### src/acp_pkg.sv
// register map, field layout and carriers of the serial channel pair
package acp_pkg;
   localparam int unsigned NUM_CH = 2;
   // i/o offsets of channel 0, channel 1 sits at base plus one
   localparam logic [5:0] OFS_CTRL_A   = 6'h00;
   localparam logic [5:0] OFS_CTRL_B   = 6'h02;
   localparam logic [5:0] OFS_STATUS   = 6'h04;
   localparam logic [5:0] OFS_TX_DATA  = 6'h06;
   localparam logic [5:0] OFS_RX_DATA  = 6'h08;
   localparam logic [5:0] OFS_LAST_CH  = 6'h09;
   localparam logic [5:0] OFS_EXT_CTRL = 6'h12;
   // control a
   localparam int unsigned CA_MP_ENABLE = 7;
   localparam int unsigned CA_RX_ENABLE = 6;
   localparam int unsigned CA_TX_ENABLE = 5;
   localparam int unsigned CA_RTS_CKDIS = 4;
   localparam int unsigned CA_ERR_RESET = 3;
   localparam int unsigned CA_DATA8     = 2;
   localparam int unsigned CA_PARITY    = 1;
   localparam int unsigned CA_STOP2     = 0;
   // control b
   localparam int unsigned CB_MP_TX_BIT  = 7;
   localparam int unsigned CB_MP_MODE    = 6;
   localparam int unsigned CB_PARITY_ODD = 4;
   localparam int unsigned CB_DIV64      = 3;
   localparam logic [2:0]  EXT_CLK_CODE  = 3'h7;
   // status
   localparam int unsigned ST_RX_FULL  = 7;
   localparam int unsigned ST_OVERRUN  = 6;
   localparam int unsigned ST_PAR_ERR  = 5;
   localparam int unsigned ST_FRM_ERR  = 4;
   localparam int unsigned ST_RX_IE    = 3;
   localparam int unsigned ST_CLEAR_TO_SEND_CH1_SEL = 2;
   localparam int unsigned ST_TX_EMPTY = 1;
   localparam int unsigned ST_TX_IE    = 0;
   // extension control, channel 0
   localparam int unsigned EXT_RX_FULL_INH = 7;
   localparam int unsigned EXT_CARRIER_ADV = 6;
   localparam int unsigned EXT_CTS_ADV     = 5;
   localparam int unsigned EXT_X1_CLOCK    = 4;
   localparam logic [7:0]  EXT_WR_MASK     = 8'hfd;
   // reset values
   localparam logic [7:0] RST_CTRL_A = 8'h10;
   localparam logic [7:0] RST_CTRL_B = 8'h00;
   localparam logic [7:0] RST_EXT    = 8'h00;
   // sub-bit tick counts per bit
   localparam logic [6:0] OSR_X1 = 7'h01;
   localparam logic [6:0] OSR_16 = 7'h10;
   localparam logic [6:0] OSR_64 = 7'h40;

   typedef enum logic [3:0] {
      RX_IDLE  = 4'b0001,
      RX_START = 4'b0010,
      RX_BITS  = 4'b0100,
      RX_STOP  = 4'b1000
   } acp_rx_state_e;

   typedef struct packed {
      logic [7:0] addr;
      logic       wr;
      logic       rd;
      logic [7:0] wdata;
   } acp_io_req_s;

   typedef struct packed {
      logic txd;
      logic irq;
      logic rx_dma_req;
      logic tx_dma_req;
   } acp_ch_out_s;
endpackage : acp_pkg

### src/acp_top.sv
// two asynchronous serial channels with register bank and modem lines
//
// Behaviour
// - two independent full-duplex channels, own registers
// - seven or eight data bits per character
// - software ninth bit marks address characters
// - bit period of 16 or 64 ticks, or 1 tick with channel 0 x1 external clock
// - channel 0 carrier/cts/rts; channel 1 cts
// - parity, overrun, framing errors flagged separately
// - framing flag on zero stop; cleared as listed
// - receive interrupt enable raises request on flags
// - carrier rising edge also requests, channel 0
// - cts select routes shared pin
// - tx empty clears on write, sets on load
// - tx empty forced high in stop mode
// - tx empty low while cts high
// - transmit dma request while tx empty, transmit enable not checked
// - channel registers at offsets 00h to 09h
// - extension register at 12h, resets zero
// - clock pins toggle once per tick, shared dma
// - dma transfer requests per channel
// - inhibit bit stops full-flag receive request
// - receive dma blocked by error flags
// - full flag set while buffer holds characters
// - prescale 2 to the code, all-ones external
`timescale 1ns/1ps
module acp_top #(
   parameter int unsigned RX_BUF_DEPTH = 2
) (
   // clock and reset
   input  wire logic                  ref_clk,
   input  wire logic                  rstn,
   // internal i/o register port
   input  wire acp_pkg::acp_io_req_s  io_req,
   output logic [7:0]                 io_rdata_ff,
   input  wire logic                  io_stop_mode,
   // serial data and modem pins
   input  wire logic [1:0]            rxd,
   input  wire logic                  carrier_detect_ch0_n,
   input  wire logic                  clear_to_send_ch0_n,
   input  wire logic                  clear_to_send_ch1_shared_n,
   output logic                       request_to_send_ch0_n_ff,
   output logic                       clocked_serial_rx_in_ff,
   // serial clock pins and their dma sharing
   input  wire logic [1:0]            ck_pin_i,
   output logic [1:0]                 ck_pin_o_ff,
   output logic [1:0]                 ck_pin_oe_ff,
   input  wire logic                  ck0_dma_sel,
   input  wire logic                  ck1_dma_sel,
   output logic                       dma_request_in_0_ff,
   input  wire logic                  dma_end_out_0,
   // per-channel line, request and dma outputs
   output acp_pkg::acp_ch_out_s [1:0] ch_out_ff
);
   localparam int unsigned AW = $clog2(RX_BUF_DEPTH);

   if (RX_BUF_DEPTH < 2 || (RX_BUF_DEPTH & (RX_BUF_DEPTH - 1)) != 0) begin : g_chk
      $error("RX_BUF_DEPTH must be a power of two, at least 2");
   end

   function automatic logic acc(input logic stb, input logic [5:0] a,
                                input logic [5:0] base, input logic ch);
      return stb && (a == (base | {5'h00, ch}));
   endfunction : acc

   logic [6:0]           sync1_ff;
   logic [6:0]           sync2_ff;
   logic [1:0]           ck_prev_ff;
   logic                 dcd_prev_ff;
   logic [5:0]           ofs;
   logic                 dcd_hi;
   logic [7:0]           ext_ff;
   logic [7:0]           rd_mux;
   logic [7:0]           ctrl_a_ff  [2];
   logic [7:0]           ctrl_b_ff  [2];
   logic [7:0]           status     [2];
   logic [7:0]           rx_head    [2];
   logic                 mpb_rx_ff  [2];
   logic                 nxt_ck_o   [2];
   logic                 nxt_ck_oe  [2];
   logic                 clear_to_send_ch1_sel_ff;
   acp_pkg::acp_ch_out_s nxt_ch_out [2];

   assign ofs    = io_req.addr[5:0];
   assign dcd_hi = sync2_ff[2];

   // pin synchronisers, idle high
   always_ff @(posedge ref_clk or negedge rstn) begin
      if (!rstn) begin
         sync1_ff <= 7'h7f;
         sync2_ff <= 7'h7f;
      end else begin
         sync1_ff <= {ck_pin_i, clear_to_send_ch1_shared_n, clear_to_send_ch0_n,
                      carrier_detect_ch0_n, rxd};
         sync2_ff <= sync1_ff;
      end
   end

   always_ff @(posedge ref_clk or negedge rstn) begin
      if (!rstn) begin
         ck_prev_ff  <= 2'h3;
         dcd_prev_ff <= 1'b1;
      end else begin
         ck_prev_ff  <= sync2_ff[6:5];
         dcd_prev_ff <= dcd_hi;
      end
   end

   always_ff @(posedge ref_clk or negedge rstn) begin
      if (!rstn) begin
         ext_ff <= acp_pkg::RST_EXT;
      end else if (io_req.wr && ofs == acp_pkg::OFS_EXT_CTRL) begin
         ext_ff <= io_req.wdata & acp_pkg::EXT_WR_MASK;
      end
   end

   always_ff @(posedge ref_clk or negedge rstn) begin
      if (!rstn) begin
         clear_to_send_ch1_sel_ff <= 1'b0;
      end else if (acc(io_req.wr, ofs, acp_pkg::OFS_STATUS, 1'b1)) begin
         clear_to_send_ch1_sel_ff <= io_req.wdata[acp_pkg::ST_CLEAR_TO_SEND_CH1_SEL];
      end
   end

   // register read, channel picked by the low offset bit
   always_comb begin
      rd_mux = 8'h00;
      if (ofs <= acp_pkg::OFS_LAST_CH) begin
         case ({ofs[5:1], 1'b0})
            acp_pkg::OFS_CTRL_A:  rd_mux = {ctrl_a_ff[ofs[0]][7:4], mpb_rx_ff[ofs[0]],
                                            ctrl_a_ff[ofs[0]][2:0]};
            acp_pkg::OFS_CTRL_B:  rd_mux = ctrl_b_ff[ofs[0]];
            acp_pkg::OFS_STATUS:  rd_mux = status[ofs[0]];
            acp_pkg::OFS_RX_DATA: rd_mux = rx_head[ofs[0]];
            default:              rd_mux = 8'h00;
         endcase
      end else if (ofs == acp_pkg::OFS_EXT_CTRL) begin
         rd_mux = ext_ff;
      end
   end

   always_ff @(posedge ref_clk or negedge rstn) begin
      if (!rstn) begin
         io_rdata_ff <= 8'h00;
      end else if (io_req.rd) begin
         io_rdata_ff <= rd_mux;
      end
   end

   // pin outputs
   always_ff @(posedge ref_clk or negedge rstn) begin
      if (!rstn) begin
         ch_out_ff                <= '0;
         ck_pin_o_ff              <= 2'h0;
         ck_pin_oe_ff             <= 2'h0;
         request_to_send_ch0_n_ff <= 1'b1;
         clocked_serial_rx_in_ff  <= 1'b1;
         dma_request_in_0_ff      <= 1'b1;
      end else begin
         for (int i = 0; i < 2; i++) begin
            ch_out_ff[i]    <= nxt_ch_out[i];
            ck_pin_o_ff[i]  <= nxt_ck_o[i];
            ck_pin_oe_ff[i] <= nxt_ck_oe[i];
         end
         request_to_send_ch0_n_ff <= ctrl_a_ff[0][acp_pkg::CA_RTS_CKDIS];
         clocked_serial_rx_in_ff  <= clear_to_send_ch1_sel_ff ? 1'b1 : sync2_ff[4];
         dma_request_in_0_ff      <= ck0_dma_sel ? sync2_ff[5] : 1'b1;
      end
   end

   for (genvar c = 0; c < 2; c++) begin : g_ch
      localparam logic CH = 1'(c);
      logic                  wr_a, wr_b, wr_s, wr_t, rd_s, rd_r;
      logic                  data8, par_en, mp, ext_sel, x1, tick, tx_empty_flag, cts_hi;
      logic                  rx_on, err_clr, done, keep, pop, push, buf_full;
      logic [6:0]            osr;
      logic [5:0]            ps_cnt_ff, ps_lim;
      logic                  ck_tgl_ff, rie_ff, tie_ff, tdr_full_ff, tx_busy_ff;
      logic                  overrun_flag_ff, pe_ff, fe_ff, dcd_rise_ff;
      logic [7:0]            tdr_ff, rx_data;
      logic [11:0]           tx_sh_ff;
      logic [3:0]            tx_left_ff, rx_idx_ff, nbits;
      logic [6:0]            tx_sub_ff, rx_sub_ff;
      logic [8:0]            rx_sh_ff;
      logic                  rx_x, rxd_s, perr;
      acp_pkg::acp_rx_state_e rx_st_ff;
      logic [7:0]            mem_ff [RX_BUF_DEPTH];
      logic [AW-1:0]         wp_ff, rp_ff;
      logic [AW:0]           cnt_ff;

      assign wr_a = acc(io_req.wr, ofs, acp_pkg::OFS_CTRL_A, CH);
      assign wr_b = acc(io_req.wr, ofs, acp_pkg::OFS_CTRL_B, CH);
      assign wr_s = acc(io_req.wr, ofs, acp_pkg::OFS_STATUS, CH);
      assign wr_t = acc(io_req.wr, ofs, acp_pkg::OFS_TX_DATA, CH);
      assign rd_s = acc(io_req.rd, ofs, acp_pkg::OFS_STATUS, CH);
      assign rd_r = acc(io_req.rd, ofs, acp_pkg::OFS_RX_DATA, CH);

      assign data8   = ctrl_a_ff[c][acp_pkg::CA_DATA8];
      assign mp      = ctrl_b_ff[c][acp_pkg::CB_MP_MODE];
      assign par_en  = ctrl_a_ff[c][acp_pkg::CA_PARITY] & ~mp;
      assign ext_sel = ctrl_b_ff[c][2:0] == acp_pkg::EXT_CLK_CODE;
      assign x1      = (c == 0) && ext_sel && ext_ff[acp_pkg::EXT_X1_CLOCK];
      assign osr     = x1 ? acp_pkg::OSR_X1 : ctrl_b_ff[c][acp_pkg::CB_DIV64] ?
                       acp_pkg::OSR_64 : acp_pkg::OSR_16;
      assign ps_lim  = 6'((7'h01 << ctrl_b_ff[c][2:0]) - 7'h01);
      assign tick    = ext_sel ? (sync2_ff[5+c] & ~ck_prev_ff[c]) : (ps_cnt_ff == ps_lim);
      assign nbits   = (data8 ? 4'h8 : 4'h7) + {3'h0, par_en | mp};
      assign rxd_s   = sync2_ff[c];

      // modem lines; advisory bits stop cts holding tx and carrier disabling rx
      assign cts_hi = (c == 0) ? (sync2_ff[3] & ~ext_ff[acp_pkg::EXT_CTS_ADV])
                               : (clear_to_send_ch1_sel_ff & sync2_ff[4]);
      assign rx_on  = ctrl_a_ff[c][acp_pkg::CA_RX_ENABLE] & ~io_stop_mode &
                      ~((c == 0) && dcd_hi && !ext_ff[acp_pkg::EXT_CARRIER_ADV]);
      assign tx_empty_flag   = io_stop_mode | (~tdr_full_ff & ~cts_hi);
      assign err_clr = (wr_a & ~io_req.wdata[acp_pkg::CA_ERR_RESET]) | io_stop_mode |
                       ((c == 0) && dcd_hi);

      always_ff @(posedge ref_clk or negedge rstn) begin
         if (!rstn) begin
            ctrl_a_ff[c] <= acp_pkg::RST_CTRL_A;
            ctrl_b_ff[c] <= acp_pkg::RST_CTRL_B;
            rie_ff       <= 1'b0;
            tie_ff       <= 1'b0;
         end else begin
            if (wr_a) ctrl_a_ff[c] <= io_req.wdata;
            if (wr_b) ctrl_b_ff[c] <= io_req.wdata;
            if (wr_s) begin
               rie_ff <= io_req.wdata[acp_pkg::ST_RX_IE];
               tie_ff <= io_req.wdata[acp_pkg::ST_TX_IE];
            end
         end
      end

      // prescaler and pin clock
      always_ff @(posedge ref_clk or negedge rstn) begin
         if (!rstn) begin
            ps_cnt_ff <= 6'h00;
            ck_tgl_ff <= 1'b0;
         end else begin
            ps_cnt_ff <= (tick || ext_sel) ? 6'h00 : ps_cnt_ff + 6'h01;
            if (tick) ck_tgl_ff <= ~ck_tgl_ff;
         end
      end

      // shared clock pin: dma sharing first, then input or driven clock
      always_comb begin
         nxt_ck_o[c]  = ck_tgl_ff;
         nxt_ck_oe[c] = ~ext_sel;
         if (c == 0 && ck0_dma_sel) begin
            nxt_ck_oe[c] = 1'b0;
         end else if (c == 1 && ck1_dma_sel) begin
            nxt_ck_o[c]  = dma_end_out_0;
            nxt_ck_oe[c] = 1'b1;
         end else if (c == 1 && ctrl_a_ff[c][acp_pkg::CA_RTS_CKDIS]) begin
            nxt_ck_oe[c] = 1'b0;
         end
      end

      // transmit data register and shifter
      always_ff @(posedge ref_clk or negedge rstn) begin
         if (!rstn) begin
            tdr_ff      <= 8'h00;
            tdr_full_ff <= 1'b0;
            tx_busy_ff  <= 1'b0;
            tx_sh_ff    <= 12'hfff;
            tx_left_ff  <= 4'h0;
            tx_sub_ff   <= 7'h00;
         end else begin
            if (!tx_busy_ff && tdr_full_ff && !cts_hi && !io_stop_mode &&
                ctrl_a_ff[c][acp_pkg::CA_TX_ENABLE]) begin
               tdr_full_ff <= 1'b0;
               tx_busy_ff  <= 1'b1;
               tx_sub_ff   <= 7'h00;
               tx_sh_ff    <= data8 ? {2'h3, mp ? ctrl_b_ff[c][acp_pkg::CB_MP_TX_BIT] :
                                       ^tdr_ff ^ ctrl_b_ff[c][acp_pkg::CB_PARITY_ODD] | ~par_en,
                                       tdr_ff, 1'b0}
                                    : {3'h7, mp ? ctrl_b_ff[c][acp_pkg::CB_MP_TX_BIT] :
                                       ^tdr_ff[6:0] ^ ctrl_b_ff[c][acp_pkg::CB_PARITY_ODD] |
                                       ~par_en, tdr_ff[6:0], 1'b0};
               tx_left_ff  <= 4'h2 + nbits + {3'h0, ctrl_a_ff[c][acp_pkg::CA_STOP2]};
            end else if (tx_busy_ff && tick) begin
               if (tx_sub_ff == osr - 7'h01) begin
                  tx_sub_ff  <= 7'h00;
                  tx_sh_ff   <= {1'b1, tx_sh_ff[11:1]};
                  tx_left_ff <= tx_left_ff - 4'h1;
                  if (tx_left_ff == 4'h1) tx_busy_ff <= 1'b0;
               end else begin
                  tx_sub_ff <= tx_sub_ff + 7'h01;
               end
            end
            if (io_stop_mode) tdr_full_ff <= 1'b0;
            if (wr_t) begin
               tdr_ff      <= io_req.wdata;
               tdr_full_ff <= 1'b1;
            end
         end
      end

      // receiver: mid-bit sampling from the start edge
      always_ff @(posedge ref_clk or negedge rstn) begin
         if (!rstn) begin
            rx_st_ff  <= acp_pkg::RX_IDLE;
            rx_sub_ff <= 7'h00;
            rx_idx_ff <= 4'h0;
            rx_sh_ff  <= 9'h000;
         end else if (!rx_on) begin
            rx_st_ff <= acp_pkg::RX_IDLE;
         end else if (tick) begin
            rx_sub_ff <= rx_sub_ff + 7'h01;
            case (rx_st_ff)
               acp_pkg::RX_IDLE: begin
                  rx_sub_ff <= 7'h00;
                  if (!rxd_s) rx_st_ff <= acp_pkg::RX_START;
               end
               acp_pkg::RX_START: begin
                  if (rx_sub_ff == (osr >> 1)) begin
                     rx_sub_ff <= 7'h00;
                     rx_idx_ff <= 4'h0;
                     rx_st_ff  <= rxd_s ? acp_pkg::RX_IDLE : acp_pkg::RX_BITS;
                  end
               end
               acp_pkg::RX_BITS: begin
                  if (rx_sub_ff == osr - 7'h01) begin
                     rx_sub_ff           <= 7'h00;
                     rx_sh_ff[rx_idx_ff] <= rxd_s;
                     rx_idx_ff           <= rx_idx_ff + 4'h1;
                     if (rx_idx_ff == nbits - 4'h1) rx_st_ff <= acp_pkg::RX_STOP;
                  end
               end
               acp_pkg::RX_STOP: begin
                  if (rx_sub_ff == osr - 7'h01) rx_st_ff <= acp_pkg::RX_IDLE;
               end
               default: rx_st_ff <= acp_pkg::RX_IDLE;
            endcase
         end
      end

      assign done    = rx_on && tick && rx_st_ff == acp_pkg::RX_STOP && rx_sub_ff == osr - 7'h01;
      assign rx_data = data8 ? rx_sh_ff[7:0] : {1'b0, rx_sh_ff[6:0]};
      assign rx_x    = data8 ? rx_sh_ff[8] : rx_sh_ff[7];
      assign perr    = par_en & (^rx_data ^ rx_x ^ ctrl_b_ff[c][acp_pkg::CB_PARITY_ODD]);
      // address filter drops data characters in multiprocessor mode
      assign keep    = done & ~(ctrl_a_ff[c][acp_pkg::CA_MP_ENABLE] & mp & ~rx_x);
      assign buf_full = cnt_ff == (AW + 1)'(RX_BUF_DEPTH);
      assign push    = keep & ~buf_full;
      assign pop     = rd_r & (cnt_ff != '0);

      // receive buffer of RX_BUF_DEPTH entries, two by default
      always_ff @(posedge ref_clk or negedge rstn) begin
         if (!rstn) begin
            wp_ff  <= '0;
            rp_ff  <= '0;
            cnt_ff <= '0;
         end else begin
            if (push) wp_ff <= wp_ff + 1'b1;
            if (pop) rp_ff <= rp_ff + 1'b1;
            cnt_ff <= cnt_ff + (AW + 1)'(push) - (AW + 1)'(pop);
         end
      end

      always_ff @(posedge ref_clk) begin
         if (push) mem_ff[wp_ff] <= rx_data;
      end

      // error flags, set wins over clear
      always_ff @(posedge ref_clk or negedge rstn) begin
         if (!rstn) begin
            overrun_flag_ff      <= 1'b0;
            pe_ff        <= 1'b0;
            fe_ff        <= 1'b0;
            mpb_rx_ff[c] <= 1'b0;
            dcd_rise_ff  <= 1'b0;
         end else begin
            if (err_clr) begin
               overrun_flag_ff <= 1'b0;
               pe_ff   <= 1'b0;
               fe_ff   <= 1'b0;
            end
            if (keep && buf_full) overrun_flag_ff <= 1'b1;
            if (keep && perr) pe_ff <= 1'b1;
            if (keep && !rxd_s) fe_ff <= 1'b1;
            if (keep) mpb_rx_ff[c] <= rx_x;
            if (rd_s) dcd_rise_ff <= 1'b0;
            if (c == 0 && dcd_hi && !dcd_prev_ff) dcd_rise_ff <= 1'b1;
         end
      end

      assign rx_head[c] = mem_ff[rp_ff];
      assign status[c]  = {cnt_ff != '0, overrun_flag_ff, pe_ff, fe_ff, rie_ff,
                           (c == 0) ? dcd_hi : clear_to_send_ch1_sel_ff, tx_empty_flag, tie_ff};

      always_comb begin
         nxt_ch_out[c].txd        = tx_busy_ff ? tx_sh_ff[0] : 1'b1;
         nxt_ch_out[c].irq        = (rie_ff & (((cnt_ff != '0) & ~((c == 0) &&
                                     ext_ff[acp_pkg::EXT_RX_FULL_INH])) | overrun_flag_ff |
                                     pe_ff | fe_ff | dcd_rise_ff)) | (tie_ff & tx_empty_flag);
         nxt_ch_out[c].rx_dma_req = (cnt_ff != '0) & ~(pe_ff | fe_ff | overrun_flag_ff);
         nxt_ch_out[c].tx_dma_req = tx_empty_flag;
      end
   end
endmodule : acp_top

### config.mk
export PLATFORM = sky130hd
export DESIGN_NAME = acp_top
export DESIGN_NICKNAME = d
export VERILOG_FILES = /design/src/acp_pkg.sv /design/src/acp_top.sv
export SDC_FILE = /design/constraint.sdc
export NUM_CORES = 1
export LEC_CHECK = 0
export BUFFER_PORTS_ARGS = -buffer_cell sky130_fd_sc_hd__buf_4
export CAP_MARGIN = 5
export CORE_MARGIN = 2
export CORE_UTILIZATION = 35
export CTS_CLUSTER_DIAMETER = 120
export DETAILED_ROUTE_END_ITERATION = 10
export PLACE_DENSITY_LB_ADDON = 0.25
export SYNTH_ARGS = -nofsm -noshare
export SYNTH_HDL_FRONTEND = slang
export SYNTH_SLANG_ARGS = --single-unit
### constraint.sdc
create_clock -name ref_clk -period 4.5 [get_ports ref_clk]
set_input_delay 0.9 -clock ref_clk [delete_from_list [all_inputs] [get_ports ref_clk]]
set_output_delay 0.9 -clock ref_clk [all_outputs]
set_load 0.01 [all_outputs]
After elaboration in Yosys (flattened, before gate mapping)
Memory sizes are Yosys's and may differ from the RTL's.
Cells that the tools add are included.
{"block": "op_classes", "add_sub_neg": 30, "order_cmp": 6, "eq_ne": 53, "shift": 2, "muxes": 127, "bitwise_logic": 92, "reduce_logical": 89}
{"operator": "8-bit two-way mux", "n": 16}
{"operator": "4-bit two-way mux", "n": 26}
{"operator": "7-bit two-way mux", "n": 13}
{"operator": "12-bit two-way mux", "n": 6}
{"operator": "1-bit two-way mux", "n": 49}
{"operator": "7-bit case mux with 3 select lines", "n": 2}
{"operator": "1-bit logical AND", "n": 39}
{"operator": "2-bit nonzero test", "n": 17}
{"operator": "1-bit bitwise AND", "n": 32}
{"operator": "4-bit case mux with 4 select lines", "n": 2}
{"operator": "8-bit case mux with 4 select lines", "n": 1}
{"operator": "8-bit XOR reduction", "n": 4}
{"operator": "3-bit inequality test, second input constant", "n": 10}
{"operator": "7-bit by 1-bit adder with 7-bit output, second input constant", "n": 4}
{"operator": "7-bit == test", "n": 4}
{"operator": "1-bit inverter", "n": 27}
{"operator": "6-bit by 3-bit == test with 1-bit output, second input constant", "n": 4}
{"operator": "1-bit bitwise OR", "n": 24}
{"operator": "10-bit two-way mux", "n": 2}
{"operator": "9-bit bitwise mux", "n": 2}
{"operator": "4-bit by 1-bit adder with 4-bit output", "n": 4}
{"operator": "4-bit by 1-bit == test with 1-bit output, second input constant", "n": 4}
{"operator": "4-bit case mux with 2 select lines", "n": 2}
{"operator": "4-bit by 1-bit subtractor with 4-bit output, second input constant", "n": 4}
{"operator": "other kinds (45)", "n": 101}
{"block": "totals", "register_bits": 229, "ram_bits": 32, "in_bits": 31, "output_inout_bits": 23, "wordCells": 468, "mem_count": 2}
{"memory": "g_ch[0].mem_ff", "words": 2, "width": 8, "read_ports": 1, "rd_ports_with_merged_regs": 0, "wr": 1, "line_no": "acp_top.sv:187", "rtl": "logic [7:0] mem_ff [RX_BUF_DEPTH];"}
{"memory": "g_ch[1].mem_ff", "words": 2, "width": 8, "read_ports": 1, "rd_ports_with_merged_regs": 0, "wr": 1, "line_no": "acp_top.sv:187"}

Logic depth before layout (Yosys ltp)
{"block": "logic_depth", "word_depth": 11, "mapped_depth": 12, "mapped_depth_nobuf": 10}

Worst setup path before layout
Ideal clock, no wire load.
{"block": "synth_timing", "path_kind": "register to register", "startpoint": "register ctrl_b_ff[1] in the netlist's numbering", "endpoint": "memory g_ch[1].mem_ff[0][0], enable pin", "setup_time_ns": 0.395, "t_arrival_ns": 3.489, "required_ns": 4.105, "setup_slack_ns": 0.616, "stages_incl_launch_ff": 11, "path_buffers": 2, "synth_period_minus_slack_ns": 3.884, "path_cell_list": "dfrtp_1 buf_4 or3_1 ha_1 xnor2_1 xnor2_1 or4_4 a211oi_4 o21ai_2 clkbuf_1 nor4_1"}
{"block": "synth_between", "elab_chain_len": 11, "elab_cells_between_ends": 12, "cone_classes": "add/sub (1); eq/ne (2); shift (1); mux (3); bitwise (2); reduce/logical (3)"}
{"item": "from (decl)", "line_no": "acp_top.sv:75", "rtl": "logic [7:0] ctrl_b_ff [2];"}
{"item": "from (signal, indexed assignment)", "line_no": "acp_top.sv:222", "rtl": "ctrl_b_ff[c] <= acp_pkg::RST_CTRL_B;"}
{"item": "from (signal, indexed assignment)", "line_no": "acp_top.sv:227", "rtl": "if (wr_b) ctrl_b_ff[c] <= io_req.wdata;"}
{"item": "1-bit by 3-bit left shift with 6-bit output", "line_no": "acp_top.sv:205", "rtl": "assign ps_lim = 6'((7'h01 << ctrl_b_ff[c][2:0]) - 7'h01);"}
{"item": "6-bit by 1-bit subtractor with 6-bit output", "line_no": "acp_top.sv:205"}
{"item": "6-bit == test", "line_no": "acp_top.sv:206", "rtl": "assign tick = ext_sel ? (sync2_ff[5+c] & ~ck_prev_ff[c]) : (ps_cnt_ff == ps_lim);"}
{"item": "1-bit two-way mux (*)", "line_no": "acp_top.sv:206"}
{"item": "1-bit logical AND (*) (3 in a row)", "line_no": "acp_top.sv:339", "rtl": "assign done = rx_on && tick && rx_st_ff == acp_pkg::RX_STOP && rx_sub_ff == osr - 7'h01;"}
{"item": "1-bit bitwise AND (*)", "line_no": "acp_top.sv:344", "rtl": "assign keep = done & ~(ctrl_a_ff[c][acp_pkg::CA_MP_ENABLE] & mp & ~rx_x);"}
{"item": "1-bit bitwise AND (*)", "line_no": "acp_top.sv:346", "rtl": "assign push = keep & ~buf_full;"}
{"item": "1-bit two-way mux (*)", "line_no": "acp_top.sv:363", "rtl": "if (push) mem_ff[wp_ff] <= rx_data;"}
{"item": "1-bit two-way mux (implied by the code) (*)", "line_no": "acp_top.sv:363"}
{"item": "to (decl)", "line_no": "acp_top.sv:187"}
Mark *: on every way between the ends. The rest lies on a longest branch, timed or not.

Final worst setup path
{"block": "layout_timing", "startpoint": "register ctrl_b_ff[10] in the netlist's numbering", "endpoint": "register g_ch[0].rx_sub_ff[5]"}
{"block": "layout_between", "elab_chain_len": 7, "elab_cells_between_ends": 14, "cone_classes": "add/sub (2); eq/ne (4); shift (1); mux (5); reduce/logical (2)"}
{"item": "3-bit == test", "line_no": "acp_top.sv:201", "rtl": "assign ext_sel = ctrl_b_ff[c][2:0] == acp_pkg::EXT_CLK_CODE;"}
{"item": "1-bit logical AND", "line_no": "acp_top.sv:202", "rtl": "assign x1 = (c == 0) && ext_sel && ext_ff[acp_pkg::EXT_X1_CLOCK];"}
{"item": "7-bit two-way mux", "line_no": "acp_top.sv:203", "rtl": "assign osr = x1 ? acp_pkg::OSR_X1 : ctrl_b_ff[c][acp_pkg::CB_DIV64] ?"}
{"item": "7-bit by 1-bit subtractor with 7-bit output", "line_no": "acp_top.sv:324", "rtl": "if (rx_sub_ff == osr - 7'h01) begin"}
{"item": "7-bit == test", "line_no": "acp_top.sv:324"}
{"item": "7-bit two-way mux", "line_no": "acp_top.sv:324"}
{"item": "7-bit case mux with 3 select lines", "line_no": "acp_top.sv:311", "rtl": "case (rx_st_ff)"}
{"item": "to (signal assigned)", "line_no": "acp_top.sv:310", "rtl": "rx_sub_ff <= rx_sub_ff + 7'h01;"}
{"item": "to (decl)", "line_no": "acp_top.sv:183", "rtl": "logic [6:0] tx_sub_ff, rx_sub_ff;"}
Parallel ways exist; a longest one is shown, timed or not.
A chain may end at the register's enable or synchronous reset.

==> results.yml <==
global_routing:
  grt_first_pass_wirelength_mm: 50.43
  first_global_vias: 9068
  grt_antenna_before_repair: 0
  grt_max_degree: 106
  grt-ovfl-total: 0
  grt_use_total_pct: 16.30
sta:
  clock_skew_ns: 0.01166
  fin_hold_ws_ns: 0.3553
  worstMarginPinSlew_ns: 0.8726
  relSlewSlack_pct: 40.32
  finalMaxSlewViolations: 0
  setup_violations: 0
  fmax_mhz: 262.4
  finalHoldViolCount: 0
  tns_ns: 0
  rsz0062_at_grt: "no"
  timing.final.crit_share_pct: 84.69
  min_period_ns: 3.811
finish:
  fillers: 3476
  drive_above_1_share_pct: 22.59
  nNetsFinal: 1299
  final_cells: 1721
  syn_to_final_growth_pct: 14.82
  final_cell_area_um2: 14880
  antenna-diode-count: 0
  multiInputGateArea_um2: 6026
  regArea_um2: 6596
critical_path:
  startpoint_type: "flop"
  rr_worst_depth: 10
  required_ns: 4.95
  rr_startpoint: "ctrl_b_ff[10]"
  crit_fanout: 15
  crit_type: "flop to flop"
  crit_start: "ctrl_b_ff[10]"
  r2r_slack_ns: 0.69
  endpoint_kind: "flop"
  crit_arrival_ns: 4.26
floorplanning:
  die_area_um2: 38590
  core_region_area_um2: 36520
  num_rows: 70
  ios: 54
  dieWidth_um: 196.4
  start_util_pct: 35.49
  die_h_um: 196.4
job:
  drv_cap: 0
placed_design:
  io_buffers: 51
  dp.cells: 1667
  gp_congestion: 0.8163
  hpwl_mm: 21.37
  place_area_um2: 13880
synthesis:
  ys_seq_area_share_pct: 50.89
  synthesis.area_per_instance_um2: 10.99
  synth-edff-count: 32
  syn_inst: 1179
  synth.distinct_cells: 82
  synth_ff_type: "dfrtp_1"
  synth_top_cell_area_share_pct: 34.56
  ys_warn_count: 0
  synth_nets: 1248
  synthesis.area_um2: 12960
  ys_ff_latch: 255
  synth_area_leaders: "dfrtp_1 35%, dfstp_2 8.9%, mux2_2 7.6%, edfxtp_1 7.4%, ha_1 3.7%"
  yosysTopAreaCell: "dfrtp_1"
  async_reset_ff_share_pct: 87.45
route:
  vias: 9123
  first_iter_violations: 676
  vias_per_cell: 5.301
  ant_nets: 0
  drtPass1Iterations: 5
  drc_errors: 0
  drt-total-wl_mm: 30.79
  wl_per_cell_um: 17.89
outcome:
  run_status: "finished, final reports clean"
clock_network:
  cts_tree: "built"
  cts-root-buf: "clkbuf_16"
  cts_resized: 0
  postCtsHoldBufs: 0
  clk_latency_ns: 0.55
  post-cts-setup-buffer-count: 0
  clkSinkCount: 255
  cts_buffer_depth: 3
  cts_buffers: 29
  htreeDepth: 1
  clk_pin_slew_worst_paths_ns: 0.06
min_path:
  hp-class: "flop to flop"
  hold_path_depth: 0
  holdCritStartpoint: "sync1_ff[2]"
power_and_ir_drop:
  power.total_mw: 6.478
  power_density_nw_per_um2: 435.2
  vdd_ir_drop_max_mv: 0.2936
  p_leak_nw: 6.477
==> metrics by stage <==
stage          utilization (%)  worst slack (ns)
3_3_place_gp             37.99            0.7267
6_report                 40.75            0.6888
3_5_place_dp             37.99            0.6714
2_1_floorplan                -            0.6163
4_1_cts                  40.75            0.6596
5_1_grt                  40.75            0.4348
==> layout make-up <==
| class | instances | area share, % |
|---|---|---|
| clock buffer | 45 | 5.885 |
| clock inverter | 9 | 0.8827 |
| inverter | 34 | 0.8575 |
| multi-input combinational | 839 | 40.49 |
| sequential | 255 | 44.32 |
| tap | 468 | 3.934 |
| timing repair buffer | 71 | 3.632 |
==> sequential cells by signal, summed over array words and instances, names as in the netlist, 12 cells and up <==
signal	flops
g_ch.rx_sh_ff	18
ctrl_b_ff	16
g_ch.rx_sub_ff	14
g_ch.tx_sh_ff	20
ctrl_a_ff	14
g_ch.mem_ff	32
g_ch.tdr_ff	16
g_ch.ps_cnt_ff	12
g_ch.tx_sub_ff	14
==> power breakdown <==
part	internal, mW	switching [mW]	leakage (nW)
Combinational	0.532	0.558	2.86
Clock	1.51	0.960	0.498
Sequential	2.61	0.311	3.12
Total	4.65	1.83	6.48
==> cell usage after synthesis (all sizes together) (24+ instances only) <==
cell type,number
dfrtp,179
nand2,110
mux2,93
nor2,76
nand3,48
xnor2,48
o21ai,47
dfstp,44
clkbuf,39
ha,38
inv,34
edfxtp,32
a21oi,28
nor2b,27
xor2,24
==> routing by layer <==
layer  GRT usage [%]  part of all wire [%]  wire length [µm]  vias up
li1                -                     -                 -     4339
met1           23.60                    48             14630     4555
met2           25.49                    45             13960      193
met3           3.046                   5.7              1750       36
met4           3.367                   1.5               454        0
met5               0                     0                 0        -
==> logic make-up (layout without fill, tap and decap cells) <==
| group | Yosys count | count (layout) | share of synthesized area [%] |
|---|---|---|---|
| AO/OA/AOI/OAI | 211 | 211 | 11.59 |
| XOR/XNOR | 73 | 73 | 5.039 |
| adder cells (fa/ha/maj) | 38 | 38 | 3.668 |
| buffers and inverters | 85 | 159 | 2.674 |
| flip-flops | 255 | 255 | 50.89 |
| multiplexers | 117 | 117 | 10.20 |
| AND/OR/NAND/NOR | 400 | 400 | 15.94 |
==> cell usage in the layout, fill, tap and decap left out, types with 24 or more instances in the layout <==
master / count
inv_1: 34
buf_4: 70
nand2_1: 110
a21oi_1: 28
xor2_1: 24
mux2_2: 87
o21ai_0: 43
dfstp_2: 44
nor2_1: 76
edfxtp_1: 32
nand3_1: 47
clkbuf_16: 29
dfrtp_1: 179
nor2b_1: 27
ha_1: 38
xnor2_1: 48
==> worst paths after layout <==
| kind | endpoint |
|---|---|
| worst max-delay path | g_ch[0].rx_sub_ff[5] |
| worst min-delay path | sync2_ff[2] |
| worst max register to register | g_ch[0].rx_sub_ff[5] |
| worst min register to register | sync2_ff[2] |
| max in group asynchronous | g_ch[0].tx_sh_ff[8] |
| min in group asynchronous | g_ch[1].rx_sub_ff[4] |
==> worst max-delay path, cell delays in order (launching register included) <==
cell and delay (ns):
dfrtp_1 0.55, or3_1 0.48, ha_1 0.27, o211a_1 0.16
or4_4 0.52, a2111oi_4 0.52, or2_2 0.22, buf_4 0.19
nand2_1 0.19, or2_0 0.37, o31ai_1 0.26
No activity file was read; power rests on OpenSTA's default activity.
